File: src/design/ext_irq_pkg.sv
// package: register map, field positions, reset values and vectors of the external interrupt unit
package ext_irq_pkg;
  localparam logic [2:0] ADDR_SENSE   = 3'h0;
  localparam logic [2:0] ADDR_MASK    = 3'h1;
  localparam logic [2:0] ADDR_FLAGS   = 3'h2;
  localparam logic [2:0] ADDR_PCM_LO  = 3'h3;
  localparam logic [2:0] ADDR_PCM_HI  = 3'h4;
  localparam int BIT_SENSE_LO  = 0;
  localparam int BIT_SENSE_HI  = 1;
  localparam int BIT_EXT       = 6;
  localparam int BIT_GRP_HI    = 5;
  localparam int BIT_GRP_LO    = 4;
  localparam logic [7:0] MASK_USED    = 8'h70;
  localparam logic [1:0] SENSE_LEVEL  = 2'h0;
  localparam logic [1:0] SENSE_ANY    = 2'h1;
  localparam logic [1:0] SENSE_FALL   = 2'h2;
  localparam logic [1:0] SENSE_RISE   = 2'h3;
  localparam logic [1:0] RST_SENSE    = 2'h0;
  localparam logic [7:0] RST_REG      = 8'h00;
  localparam logic [3:0] RST_PCM_HI   = 4'h0;
  localparam logic [4:0] VEC_NONE     = 5'h00;
  localparam logic [4:0] VEC_EXT      = 5'h01;
  localparam logic [4:0] VEC_GRP_LO   = 5'h02;
  localparam logic [4:0] VEC_GRP_HI   = 5'h03;
endpackage

File: src/design/external_pin_interrupt_unit.sv
// external pin and pin-change interrupt unit with register port and vector request
`timescale 1ns/1ps
module external_pin_interrupt_unit #(
  parameter int LO_LINES = 8,
  parameter int HI_LINES = 4
) (
  input  wire logic                clk_i,       // 20 MHz clock
  input  wire logic                reset_i,     // synchronous reset, high
  input  wire logic                clk_en_i,    // freezes all state when low
  input  wire logic                ext_irq_pin_i,    // dedicated interrupt pin level
  input  wire logic [LO_LINES+HI_LINES-1:0] pin_change_lines_i, // pin-change levels
  input  wire logic                global_irq_enable_i, // cpu global enable
  input  wire logic                vector_ack_i,  // cpu takes the vector on irq_vector_o
  input  wire logic [2:0]          addr_i,      // register address
  input  wire logic [7:0]          wdata_i,     // write data
  input  wire logic                write_i,     // write strobe
  input  wire logic                read_i,      // read strobe
  output logic [7:0]               rdata_o,     // read data, cycle after read
  output logic                     irq_o,       // interrupt request to cpu
  output logic [4:0]               irq_vector_o, // vector of highest request
  output logic                     pin_change_group_low_request_o, // low group pending
  output logic                     pin_change_group_high_request_o // high group pending
);
  // lines 0..LO_LINES-1 form the low group, the rest the high group
  localparam int NL = LO_LINES + HI_LINES;

  // ==========================================================
  // registers
  logic [1:0]          sense;
  logic                ext_en;
  logic                group_high_enable;
  logic                group_low_enable;
  logic [LO_LINES-1:0] pin_change_mask_low;
  logic [HI_LINES-1:0] pin_change_mask_high;
  logic                ext_pin_pending_flag;
  logic                group_high_pending_flag;
  logic                group_low_pending_flag;
  logic                ext_sample;
  logic [NL-1:0]       line_last;

  // every write is gated by the clock enable, so a frozen block ignores software too
  wire wr_sense = clk_en_i && write_i && addr_i == ext_irq_pkg::ADDR_SENSE;
  wire wr_mask  = clk_en_i && write_i && addr_i == ext_irq_pkg::ADDR_MASK;
  wire wr_flags = clk_en_i && write_i && addr_i == ext_irq_pkg::ADDR_FLAGS;
  wire wr_pclo  = clk_en_i && write_i && addr_i == ext_irq_pkg::ADDR_PCM_LO;
  wire wr_pchi  = clk_en_i && write_i && addr_i == ext_irq_pkg::ADDR_PCM_HI;

  always_ff @(posedge clk_i)
  begin
    if (reset_i)
    begin
      sense                <= ext_irq_pkg::RST_SENSE;
      ext_en               <= 1'b0;
      group_high_enable    <= 1'b0;
      group_low_enable     <= 1'b0;
      pin_change_mask_low  <= '0;
      pin_change_mask_high <= '0;
    end
    else
    begin
      if (wr_sense)
        sense <= wdata_i[ext_irq_pkg::BIT_SENSE_HI:ext_irq_pkg::BIT_SENSE_LO];
      if (wr_mask)
      begin
        ext_en            <= wdata_i[ext_irq_pkg::BIT_EXT];
        group_high_enable <= wdata_i[ext_irq_pkg::BIT_GRP_HI];
        group_low_enable  <= wdata_i[ext_irq_pkg::BIT_GRP_LO];
      end
      if (wr_pclo)
        pin_change_mask_low <= wdata_i[LO_LINES-1:0];
      if (wr_pchi)
        pin_change_mask_high <= wdata_i[HI_LINES-1:0];
    end
  end

  // ==========================================================
  // pin observation
  // pins are read regardless of direction, so software driving them triggers too
  // the sampler starts high, the idle level, so reset never fakes a falling edge
  always_ff @(posedge clk_i)
  begin
    if (reset_i)
    begin
      ext_sample <= 1'b1;
      line_last  <= '0;
    end
    else if (clk_en_i)
    begin
      ext_sample <= ext_irq_pin_i;
      line_last  <= pin_change_lines_i;
    end
  end

  logic [NL-1:0] line_hit;
  genvar g;
  generate
    for (g = 0; g < NL; g++)
    begin : g_line
      if (g < LO_LINES)
      begin : g_lo
        assign line_hit[g] = (pin_change_lines_i[g] ^ line_last[g]) && pin_change_mask_low[g];
      end
      else
      begin : g_hi
        assign line_hit[g] = (pin_change_lines_i[g] ^ line_last[g])
                             && pin_change_mask_high[g-LO_LINES];
      end
    end
  endgenerate

  // comparison is combinational on the raw lines, so a change is seen at the next edge
  wire lo_change = |line_hit[LO_LINES-1:0];
  wire hi_change = |line_hit[NL-1:LO_LINES];

  logic ext_edge;
  always_comb
  begin
    ext_edge = 1'b0;
    unique case (sense)
      ext_irq_pkg::SENSE_LEVEL: ext_edge = 1'b0;
      ext_irq_pkg::SENSE_ANY:   ext_edge = ext_irq_pin_i ^ ext_sample;
      ext_irq_pkg::SENSE_FALL:  ext_edge = ext_sample && !ext_irq_pin_i;
      ext_irq_pkg::SENSE_RISE:  ext_edge = !ext_sample && ext_irq_pin_i;
    endcase
  end
  wire level_mode = sense == ext_irq_pkg::SENSE_LEVEL;
  // low level acts straight from the pin: if it vanishes, no request remains
  wire level_req  = level_mode && !ext_irq_pin_i;

  // ==========================================================
  // pending flags: set wins over software and acknowledge clears
  // level forcing beats every set, since the flag must read zero in level mode
  // acknowledge clears only the flag of the vector the cpu actually took
  wire ack_ext = clk_en_i && vector_ack_i && irq_vector_o == ext_irq_pkg::VEC_EXT;
  wire ack_lo  = clk_en_i && vector_ack_i && irq_vector_o == ext_irq_pkg::VEC_GRP_LO;
  wire ack_hi  = clk_en_i && vector_ack_i && irq_vector_o == ext_irq_pkg::VEC_GRP_HI;

  always_ff @(posedge clk_i)
  begin
    if (reset_i)
    begin
      ext_pin_pending_flag    <= 1'b0;
      group_high_pending_flag <= 1'b0;
      group_low_pending_flag  <= 1'b0;
    end
    else if (clk_en_i)
    begin
      if (level_mode)
        ext_pin_pending_flag <= 1'b0;
      else if (ext_edge)
        ext_pin_pending_flag <= 1'b1;
      else if (ack_ext || (wr_flags && wdata_i[ext_irq_pkg::BIT_EXT]))
        ext_pin_pending_flag <= 1'b0;
      if (hi_change)
        group_high_pending_flag <= 1'b1;
      else if (ack_hi || (wr_flags && wdata_i[ext_irq_pkg::BIT_GRP_HI]))
        group_high_pending_flag <= 1'b0;
      if (lo_change)
        group_low_pending_flag <= 1'b1;
      else if (ack_lo || (wr_flags && wdata_i[ext_irq_pkg::BIT_GRP_LO]))
        group_low_pending_flag <= 1'b0;
    end
  end

  // ==========================================================
  // request and vector, fixed priority by vector number
  // the trade: a busy low group can hold off the high group indefinitely
  wire ext_active = ext_en && (ext_pin_pending_flag || level_req);
  wire hi_active  = group_high_enable && group_high_pending_flag;
  wire lo_active  = group_low_enable && group_low_pending_flag;

  logic [4:0] next_vector;
  always_comb
  begin
    next_vector = ext_irq_pkg::VEC_NONE;
    if (global_irq_enable_i)
    begin
      if (ext_active)
        next_vector = ext_irq_pkg::VEC_EXT;
      else if (lo_active)
        next_vector = ext_irq_pkg::VEC_GRP_LO;
      else if (hi_active)
        next_vector = ext_irq_pkg::VEC_GRP_HI;
    end
  end

  always_ff @(posedge clk_i)
  begin
    if (reset_i)
    begin
      irq_o                           <= 1'b0;
      irq_vector_o                    <= ext_irq_pkg::VEC_NONE;
      pin_change_group_low_request_o  <= 1'b0;
      pin_change_group_high_request_o <= 1'b0;
    end
    else if (clk_en_i)
    begin
      // a vector just acknowledged is dropped for one cycle to let its flag clear
      irq_o        <= (next_vector != ext_irq_pkg::VEC_NONE) && !vector_ack_i;
      irq_vector_o <= vector_ack_i ? ext_irq_pkg::VEC_NONE : next_vector;
      pin_change_group_low_request_o  <= lo_active;
      pin_change_group_high_request_o <= hi_active;
    end
  end

  // ==========================================================
  // read port
  // unmapped addresses read zero; data stand for one cycle only
  always_ff @(posedge clk_i)
  begin
    if (reset_i)
      rdata_o <= ext_irq_pkg::RST_REG;
    else if (clk_en_i)
    begin
      rdata_o <= ext_irq_pkg::RST_REG;
      if (read_i)
      begin
        unique case (addr_i)
          ext_irq_pkg::ADDR_SENSE:  rdata_o <= {6'h00, sense};
          ext_irq_pkg::ADDR_MASK:   rdata_o <= {1'b0, ext_en, group_high_enable,
                                                group_low_enable, 4'h0};
          ext_irq_pkg::ADDR_FLAGS:  rdata_o <= {1'b0, ext_pin_pending_flag,
                                                group_high_pending_flag,
                                                group_low_pending_flag, 4'h0};
          ext_irq_pkg::ADDR_PCM_LO: rdata_o <= 8'(pin_change_mask_low);
          ext_irq_pkg::ADDR_PCM_HI: rdata_o <= 8'(pin_change_mask_high);
          default:                  rdata_o <= ext_irq_pkg::RST_REG;
        endcase
      end
    end
  end
endmodule

File: config.mk
export PLATFORM = sky130hd
export DESIGN_NAME = external_pin_interrupt_unit
export DESIGN_NICKNAME = d
export VERILOG_FILES = /design/src/design/ext_irq_pkg.sv /design/src/design/external_pin_interrupt_unit.sv
export SDC_FILE = /design/constraint.sdc
export NUM_CORES = 1
export LEC_CHECK = 0
export BUFFER_PORTS_ARGS = -buffer_cell sky130_fd_sc_hd__buf_2
export CAP_MARGIN = 20
export CORE_UTILIZATION = 54
export CTS_CLUSTER_SIZE = 24
export DETAILED_ROUTE_END_ITERATION = 8
export GPL_TIMING_DRIVEN = 1
export HOLD_SLACK_MARGIN = 0.02
export PLACE_DENSITY_LB_ADDON = 0.08
export SYNTH_ARGS = -nofsm -noshare
export SYNTH_HDL_FRONTEND = slang
export SYNTH_SLANG_ARGS = --single-unit
File: constraint.sdc
create_clock -name clk_i -period 1.5 [get_ports clk_i]
set_clock_uncertainty 0.1 [all_clocks]
set_input_delay 0.225 -clock clk_i [delete_from_list [all_inputs] [get_ports clk_i]]
set_output_delay 0.225 -clock clk_i [all_outputs]
set_load 0.02 [all_outputs]
* Yosys cells after proc, flatten, opt, wreduce, memory -nomap -nowiden
Cells that the tools add are included.
** Word-level totals
- Register bits after elaboration :: 49
- Input port bits :: 31
- Output and inout port bits :: 16
- Logic and storage cells :: 104
** Cells by class
- Equal/unequal tests :: 10
- Mux-type cells :: 15
- Bitwise logic cells :: 13
- Reduce and logical (&&, ||, !) cells :: 50
** Operators by type and width (count)
- $pmux 8 s5 :: 1
- $logic_and 1x1->1 :: 32
- $xor 1x1->1 :: 13
- $eq 5x2->1 const B :: 2
- $mux 2 :: 4
- $mux 8 :: 1
- $reduce_or 8->1 :: 1
- $mux 1 :: 7
- $eq 3x2->1 const B :: 2
- $reduce_and 2->1 :: 3
- $eq 5x1->1 const B :: 1
- $mux 5 :: 1
- $reduce_bool 5->1 :: 1
- $eq 2x2->1 const B :: 2
- $logic_or 1x1->1 :: 4
- $pmux 1 s4 :: 1
- $reduce_bool 2->1 :: 2
- $reduce_or 4->1 :: 1
- $eq 3x1->1 const B :: 1
- $eq 3x3->1 const B :: 1
- $logic_not 1->1 :: 3
- $logic_not 3->1 :: 1
- $reduce_bool 3->1 :: 1
- $eq 2x1->1 const B :: 1
- $logic_not 2->1 :: 1

* Longest topological paths before layout
Gate-level depths: netlist of the first run.
- Depth after elaboration :: 8
- Depth in mapped cells :: 7
- Mapped depth without buffers :: 6

* Worst setup path after synthesis of the first run
OpenSTA, ideal clock, no wires.
- Path kind :: input -> register
- Start point :: in addr_i[2]
- End point :: reg pin_change_mask_low[0]
- Setup time :: 0.128 ns
- Arrival :: 1.172 ns
- Data required time :: 1.272 ns
- Setup slack :: 0.100 ns
- Stages :: 7
- Buffers on the path :: 3
- Path through :: buf_6 > and3b_1 > buf_6 > and3_4 > buf_12 > mux2i_1 > nor2_1
** Between the ends
- Word-level cells in the longest chain between the ends :: 2
** RTL lines
- start: declaration :: RTL line external_pin_interrupt_unit.sv:14 : input wire logic [2:0] addr_i,
- $eq 3x2->1 :: RTL line external_pin_interrupt_unit.sv:45 : wire wr_pclo = clk_en_i && write_i && addr_i == ext_irq_pkg::ADDR_PCM_LO;
- $logic_and 1x1->1 :: RTL line external_pin_interrupt_unit.sv:45
- end signal: assignment :: RTL line external_pin_interrupt_unit.sv:70 : pin_change_mask_low <= wdata_i[LO_LINES-1:0];
- end: declaration :: RTL line external_pin_interrupt_unit.sv:33 : logic [LO_LINES-1:0] pin_change_mask_low;
No other way between the ends.
A chain may end at the register's enable or synchronous reset.

* Worst setup path after layout of the first run
- Start point :: reg ext_sample
- End point :: reg ext_pin_pending_flag
** Between the ends
- Word-level cells in the longest chain between the ends :: 5
- Elaborated cells on any way between the ends :: 9
- Classes of those cells :: mux: 3; bitwise: 1; reduce/logical: 5
** RTL lines
- start: declaration :: RTL line external_pin_interrupt_unit.sv:38 : logic ext_sample;
- start signal: assignment :: RTL line external_pin_interrupt_unit.sv:89 : ext_sample <= ext_irq_pin_i;
- $logic_not 1->1 :: RTL line external_pin_interrupt_unit.sv:123 : ext_irq_pkg::SENSE_RISE: ext_edge = !ext_sample && ext_irq_pin_i;
- $logic_and 1x1->1 :: RTL line external_pin_interrupt_unit.sv:123
- $pmux 1 s4 (*) :: RTL line external_pin_interrupt_unit.sv:119 : unique case (sense)
- $reduce_bool 3->1 (no source line) / $mux 1 (equally long branches)
- $reduce_and 2->1 (no source line) / $mux 1 (equally long branches)
- end signal: assignment :: RTL line external_pin_interrupt_unit.sv:142 : ext_pin_pending_flag <= 1'b0;
- end signal: assignment :: RTL line external_pin_interrupt_unit.sv:149 : ext_pin_pending_flag <= 1'b0;
- end signal: assignment :: RTL line external_pin_interrupt_unit.sv:151 : ext_pin_pending_flag <= 1'b1;
- end: declaration :: RTL line external_pin_interrupt_unit.sv:35 : logic ext_pin_pending_flag;
Mark *: on every way between the ends. The rest lies on a longest branch, timed or not.

==> results of run 1 <==
## state kept, by name, summed over array words and instances (netlist names)
signal,flops
line_last,12
pin_change_mask_low,8
rdata_o,8
pin_change_mask_high,4
irq_vector_o,2
sense,2
ext_en,1
ext_pin_pending_flag,1
ext_sample,1
group_high_enable,1
group_high_pending_flag,1
group_low_enable,1
group_low_pending_flag,1
irq_o,1
pin_change_group_high_request_o,1
pin_change_group_low_request_o,1
## worst max-delay path: cells and delay by family (launching register included)
| kind | cells | cell delay [ps] |
|---|---|---|
| muxes | 1 | 90 |
| AOI/OAI and AO/OA | 2 | 300 |
| and+or+nand+nor | 1 | 270 |
| DFF | 1 | 320 |
| adders and majority gates | 1 | 260 |
## cell usage in the layout (no fill, tap or decap), drive strengths merged, types with 4 or more instances in the layout
cell type and instances:
mux2i 32, dfxtp 46, inv 4, a21oi 18
nor3b 4, a22o 7, o21ai 4, nor2 37
clkbuf 7, nand2b 6, buf 53, xor2 12
nor2b 8, nand2 7, a22oi 4, nand3 4
## layer usage
metal  vias to the layer above  wire, um  GRT usage, %
li1                        904         -             -
met1                       801      2290          32.4
met2                        53      2010          35.5
met3                         5       251          5.86
met4                         0        61          7.98
met5                         -         0             0
## cell type report
cell class	count	area share (%)
multi-input combinational	173	46.6
inverter	4	0.588
timing repair buffer	53	11.4
clock buffer	7	2.99
tap	50	2.45
sequential	46	36.0
## through the flow
stage          cells  area [um2]  utilization (%)
6_report         333        2550             63.9
5_1_grt          333        2550             63.9
4_1_cts          333        2550             63.9
3_5_place_dp     326        2480             62.0
3_3_place_gp     326        2480             62.0
2_1_floorplan    240        2240                -
## report_power, final
group	leakage, nW	switching [W]	internal, W	total [W]
Combinational	0.716	0.000135	0.000114	0.000249
Sequential	0.374	0.0000215	0.00125	0.00127
Clock	0.0383	0.000389	0.000321	0.000711
Total	1.13	0.000546	0.00168	0.00223
## synthesized netlist by cell type
| library cell | number | area share, % |
|---|---|---|
| nor3b_2 | 1 | 0.56 |
| conb_1 | 1 | 0.17 |
| buf_4 | 5 | 1.7 |
| nor3_1 | 2 | 0.45 |
| inv_1 | 4 | 0.67 |
| a22oi_1 | 4 | 1.3 |
| ha_1 | 2 | 1.1 |
| o211ai_1 | 2 | 0.67 |
| mux2_2 | 3 | 1.5 |
| nand2_1 | 7 | 1.2 |
| a22o_1 | 7 | 2.7 |
| a21o_1 | 2 | 0.67 |
| xor2_1 | 12 | 4.7 |
| a211o_1 | 1 | 0.39 |
| nand2b_1 | 6 | 1.7 |
| nand4_1 | 2 | 0.56 |
| a21oi_1 | 18 | 4.0 |
| o21ai_0 | 4 | 0.90 |
| nor3b_4 | 1 | 0.84 |
| and3_4 | 1 | 0.50 |
| clkbuf_1 | 6 | 1.0 |
| buf_12 | 1 | 0.90 |
| buf_6 | 2 | 1.0 |
| mux2i_1 | 32 | 14 |
| nor3b_1 | 2 | 0.67 |
| a31oi_1 | 2 | 0.56 |
| nand3b_1 | 2 | 0.67 |
| nand3_1 | 4 | 0.90 |
| buf_2 | 3 | 0.67 |
| or2_2 | 2 | 0.56 |
| nor2_1 | 37 | 6.2 |
| nor2b_1 | 8 | 2.2 |
| and3_1 | 1 | 0.28 |
| o2bb2ai_1 | 2 | 0.78 |
| a31o_2 | 1 | 0.39 |
| nand3b_4 | 1 | 0.90 |
| dfxtp_1 | 46 | 41 |
| and3b_1 | 1 | 0.39 |
## worst max-delay path by stage
stage	start	endpoint	slack [ps]
after floorplan	addr_i[2]	pin_change_mask_low[0]	100
after global placement	ext_irq_pin_i	ext_pin_pending_flag	80
after detailed placement	ext_irq_pin_i	ext_pin_pending_flag	50
after CTS	ext_sample	ext_pin_pending_flag	100
after global routing	ext_sample	ext_pin_pending_flag	40
final	ext_sample	ext_pin_pending_flag	100
## kinds of logic after synthesis
| logic type | after synthesis | share of synthesized area [%] |
|---|---|---|
| AOI/OAI and AO/OA | 43 | 12.5 |
| muxes | 35 | 15.8 |
| and+or+nand+nor | 78 | 18.6 |
| buffers and inverters | 21 | 5.93 |
| DFF | 46 | 41.2 |
| xor gates and xnor gates | 12 | 4.70 |
| other | 1 | 0.168 |
| adders and majority gates | 2 | 1.12 |
==> run_results.csv, run 1 <==
group,metric,value,unit
drt,num_vias,1763,
cts,clkTransAtPathRegs,80,ps
timing,fin_tns_setup,0,ps
critical_path,critical_path_class,"flop to flop",
critical_path,r2r-start,"ext_sample",
layout,areaGrowthSynthToFinish,14.3,%
hold_path,holdPathStages,3,
die,die_h,66.3,um
critical_path,worstPathCellList,"ha_1 > or2_2 > a31oi_1 > mux2i_1 > a21oi_1",
synthesis,synth_warnings,0,
job,drv_cap,0,
cts,root_buffer,"clkbuf_8",
placement,io_buffers,43,
placement,globalplace.congestion,0.861,
layout,multi_input_area,1190,um2
synthesis,synth_cell_types,38,
critical_path,worst-r2r-setup-slack,100,ps
layout,regArea,921,um2
timing,timing.hold.ws,66.8,ps
critical_path,r2r-end,"ext_pin_pending_flag",
die,die-area,4400,um2
timing,rsz0062_at_grt,"false",
cts,cts_sinks,46,
critical_path,arrival,1530,ps
placement,dpl_worst_slack,55.0,ps
die,coreArea,4000,um2
cts,cts_tree,"done",
grt,grt_max_degree,34,
drt,routed_via_density,5.29,
layout,fillerInstances,356,
pwr,peakVddDrop,0.464,mV
timing,clock.fmax,714,MHz
placement,hpwl,3.45,mm
die,start_util,55.9,%
hold_path,hold_path_class,"input pin to flop",
cts,clk_latency,300,ps
cts,cts_buffer_depth,2,
hold_path,min_to,"pin_change_mask_low[7]",
critical_path,cp-start-kind,"flop",
grt,grt_pass1_vias,1602,
timing,hold_violations,0,
cts,postCtsSetupRepairBufs,0,
critical_path,end_kind,"flop",
synthesis,syn_avg_cell_area,9.39,um2
hold_path,min-delay-start,"wdata_i[7]",
drt,ant_nets,0,
grt,grt_pass1_wl,7.67,mm
drt,routedWlPerCell,13.8,um
critical_path,critPathRequiredTime,1630,ps
timing,setup_viol,0,
timing,drv_slew,0,
timing,period_share,93.4,%
timing,layout_setup_ws,99.6,ps
layout,drive_above_1_share,24.0,%
drt,firstDrtPassIters,4,
die,die_x,66.3,um
critical_path,worst_r2r_path_depth,5,
cts,htreeDepth,2,
critical_path,cpPeakStageDelay,320,ps
drt,route.detailed.drc,0,
cts,cts_buffers,5,
synthesis,synthesis.area,2240,um2
grt,antenna_found_initial,0,
cts,post_cts_resize_count,0,
drt,drtIter0Drc,83,
layout,diodes,0,
synthesis,ys_seq_elements,46,
layout,nNetsFinal,316,
grt,grt_usage,23.5,%
critical_path,critical_path.max_fanout,2,
pwr,power_density,873,nW/um2
critical_path,slowest_stage,"dfxtp_1",
drt,drt_wl_total,4.61,mm
die,ios,47,
synthesis,seq_area_frac_synth,41.2,%
pwr,p_leak,1.13,nW
run_status,status,"completed",
die,num_rows,23,
pwr,p_total,0.00223,W
synthesis,synthCells,238,
grt,overflow,0,
cts,cts_hold_buf,0,
timing,period_minus_slack,1400,ps
Note: power is estimated with default switching activity, not from simulation.
==> run 2: changes to the inputs <==
CORE_UTILIZATION = 40   (was 54)
REMOVE_ABC_BUFFERS = 1   (was unset)
==> run 2 against run 1 <==
Effect of this change: sequential cell count did not move; sequential power barely moved; die area rose by 34%; routed wire length rose by 0.91%; worst setup slack improved by 33 ps; combinational power rose by 2%; global-route usage fell by 6.8 points; via count rose by 0.57%; core utilization fell by 14 points; final cell count rose by 6.0%; count of clock-buffer cells in the layout fell by 1; power rose by 1.6%; critical path type unchanged; largest power group unchanged.
==> run_results.csv, run 2 (synthesis results as in run 1) <==
group,metric,value,unit
die,start_util,42.7,%
cts,cts_buffers,5,
layout,postLayoutCoreUtil,49.5,%
critical_path,cp-start-kind,"flop",
layout,mostFrequentLayoutCell,"dfxtp_1",
die,ios,47,
critical_path,slowest_stage,"dfxtp_1",
cts,cts_sinks,46,
placement,hpwl,3.64,mm
timing,fin_tns_setup,0,ps
grt,grt_pass1_wl,7.89,mm
drt,firstDrtPassIters,4,
critical_path,end_kind,"flop",
layout,fillerInstances,533,
critical_path,worstPathBufferInverterCount,0,
cts,htreeDepth,2,
critical_path,worst_r2r_path_depth,5,
pwr,power_density,874,nW/um2
timing,rsz0062_at_grt,"false",
drt,wl_met2,2.01,mm
critical_path,r2r-start,"ext_sample",
drt,num_vias,1773,
critical_path,arrival,1490,ps
die,die_x,76.8,um
drt,top_layer,"met4",
drt,wl_met1,2.40,mm
placement,io_buffers,43,
cts,post_cts_resize_count,0,
layout,drive_above_1_share,24.7,%
hold_path,hold_path_class,"input pin to flop",
critical_path,critical_path.max_fanout,2,
critical_path,critical_path_class,"flop to flop",
cts,cts_hold_buf,0,
critical_path,path_delay_family,"flip-flops",
critical_path,worstPathCellList,"ha_1 > or2_2 > a31oi_1 > mux2i_1 > a21oi_1",
job,drv_cap,0,
die,num_rows,26,
drt,wl_met3,193,um
cts,clkTransAtPathRegs,80,ps
placement,globalplace.congestion,0.760,
layout,largest_reg_flops,12,
layout,top_regs,"line_last: 12 flops, pin_change_mask_low: 8 flops, rdata_o: 8 flops",
hold_path,min-delay-start,"wdata_i[7]",
drt,ant_nets,0,
drt,drtIter0Drc,51,
critical_path,critPathRequiredTime,1630,ps
critical_path,cpPeakStageDelay,320,ps
cts,postCtsSetupRepairBufs,0,
grt,grt_max_degree,25,
cts,root_buffer,"clkbuf_8",
die,coreArea,5240,um2
die,die_h,76.8,um
cts,clk_latency,290,ps
timing,clock.fmax,732,MHz
run_status,status,"completed",
pwr,p_leak,1.14,nW
timing,period_share,91.1,%
drt,drt_wl_total,4.65,mm
hold_path,min_to,"pin_change_mask_low[7]",
cts,cts_buffer_depth,2,
drt,routed_via_density,5.02,
drt,routedWlPerCell,13.2,um
die,die-area,5890,um2
timing,period_minus_slack,1370,ps
timing,drv_slew,0,
critical_path,worst-r2r-setup-slack,130,ps
layout,top_register,"line_last",
critical_path,r2r-end,"ext_pin_pending_flag",
timing,setup_viol,0,
grt,antenna_found_initial,0,
timing,timing.hold.ws,73.5,ps
layout,nNetsFinal,317,
grt,overflow,0,
drt,route.detailed.drc,0,
timing,hold_violations,0,
grt,grt_pass1_vias,1671,
hold_path,holdPathStages,3,
pwr,peakVddDrop,0.471,mV
layout,areaGrowthSynthToFinish,16.0,%
cts,cts_tree,"done",
layout,most-common-layout-cells,"46 x dfxtp_1, 43 x buf_2, 37 x nor2_1",
grt,grt_usage,16.7,%
layout,diodes,0,
==> run 2: worst max-delay path by stage <==
stage,startpoint,to,slack [ps],depth (start not counted)
after floorplan,ext_sample,ext_pin_pending_flag,180,5
after global routing,ext_sample,ext_pin_pending_flag,60,5
final,ext_sample,ext_pin_pending_flag,130,5
after global placement,ext_irq_pin_i,ext_pin_pending_flag,70,7
after CTS,ext_sample,ext_pin_pending_flag,120,5
after detailed placement,ext_irq_pin_i,ext_pin_pending_flag,70,7
==> run 2: power by group <==
part / switching [W] / internal, W / leakage (nW)
logic: 0.000138 / 0.000117 / 0.720
clock network: 0.000386 / 0.000356 / 0.0431
registers: 0.0000204 / 0.00125 / 0.374
total: 0.000545 / 0.00172 / 1.14
==> run 2: per-layer routing <==
layer	GRT usage [%]	vias up
li1	-	905
met1	23.6	821
met2	25.1	41
met3	3.69	6
met4	5.19	0
met5	0	-
==> run 2: final cells by class <==
type,count,area [um2],share of cell area (%)
well taps,70,87.6,3.38
multi-input cells,173,1190,45.9
clock buffers,6,82.6,3.18
repair buffers,54,298,11.5
inverters,4,15.0,0.579
flip-flops and latches,46,921,35.5
==> run 2: tightest hold or removal path, stage by stage <==
cell     delay (ps)
buf_2            80
mux2i_1          50
nor2_1           70
==> run 2: through the flow <==
step                      setup WS, ps  instances  instance area, um2  power (W)
after CTS                          121        353                2590    0.00229
final                              133        353                2590    0.00227
after detailed placement          74.4        347                2510    0.00156
after floorplan                    180        223                2130    0.00141
after global routing              64.0        353                2590    0.00238
after global placement            74.7        347                2510    0.00155
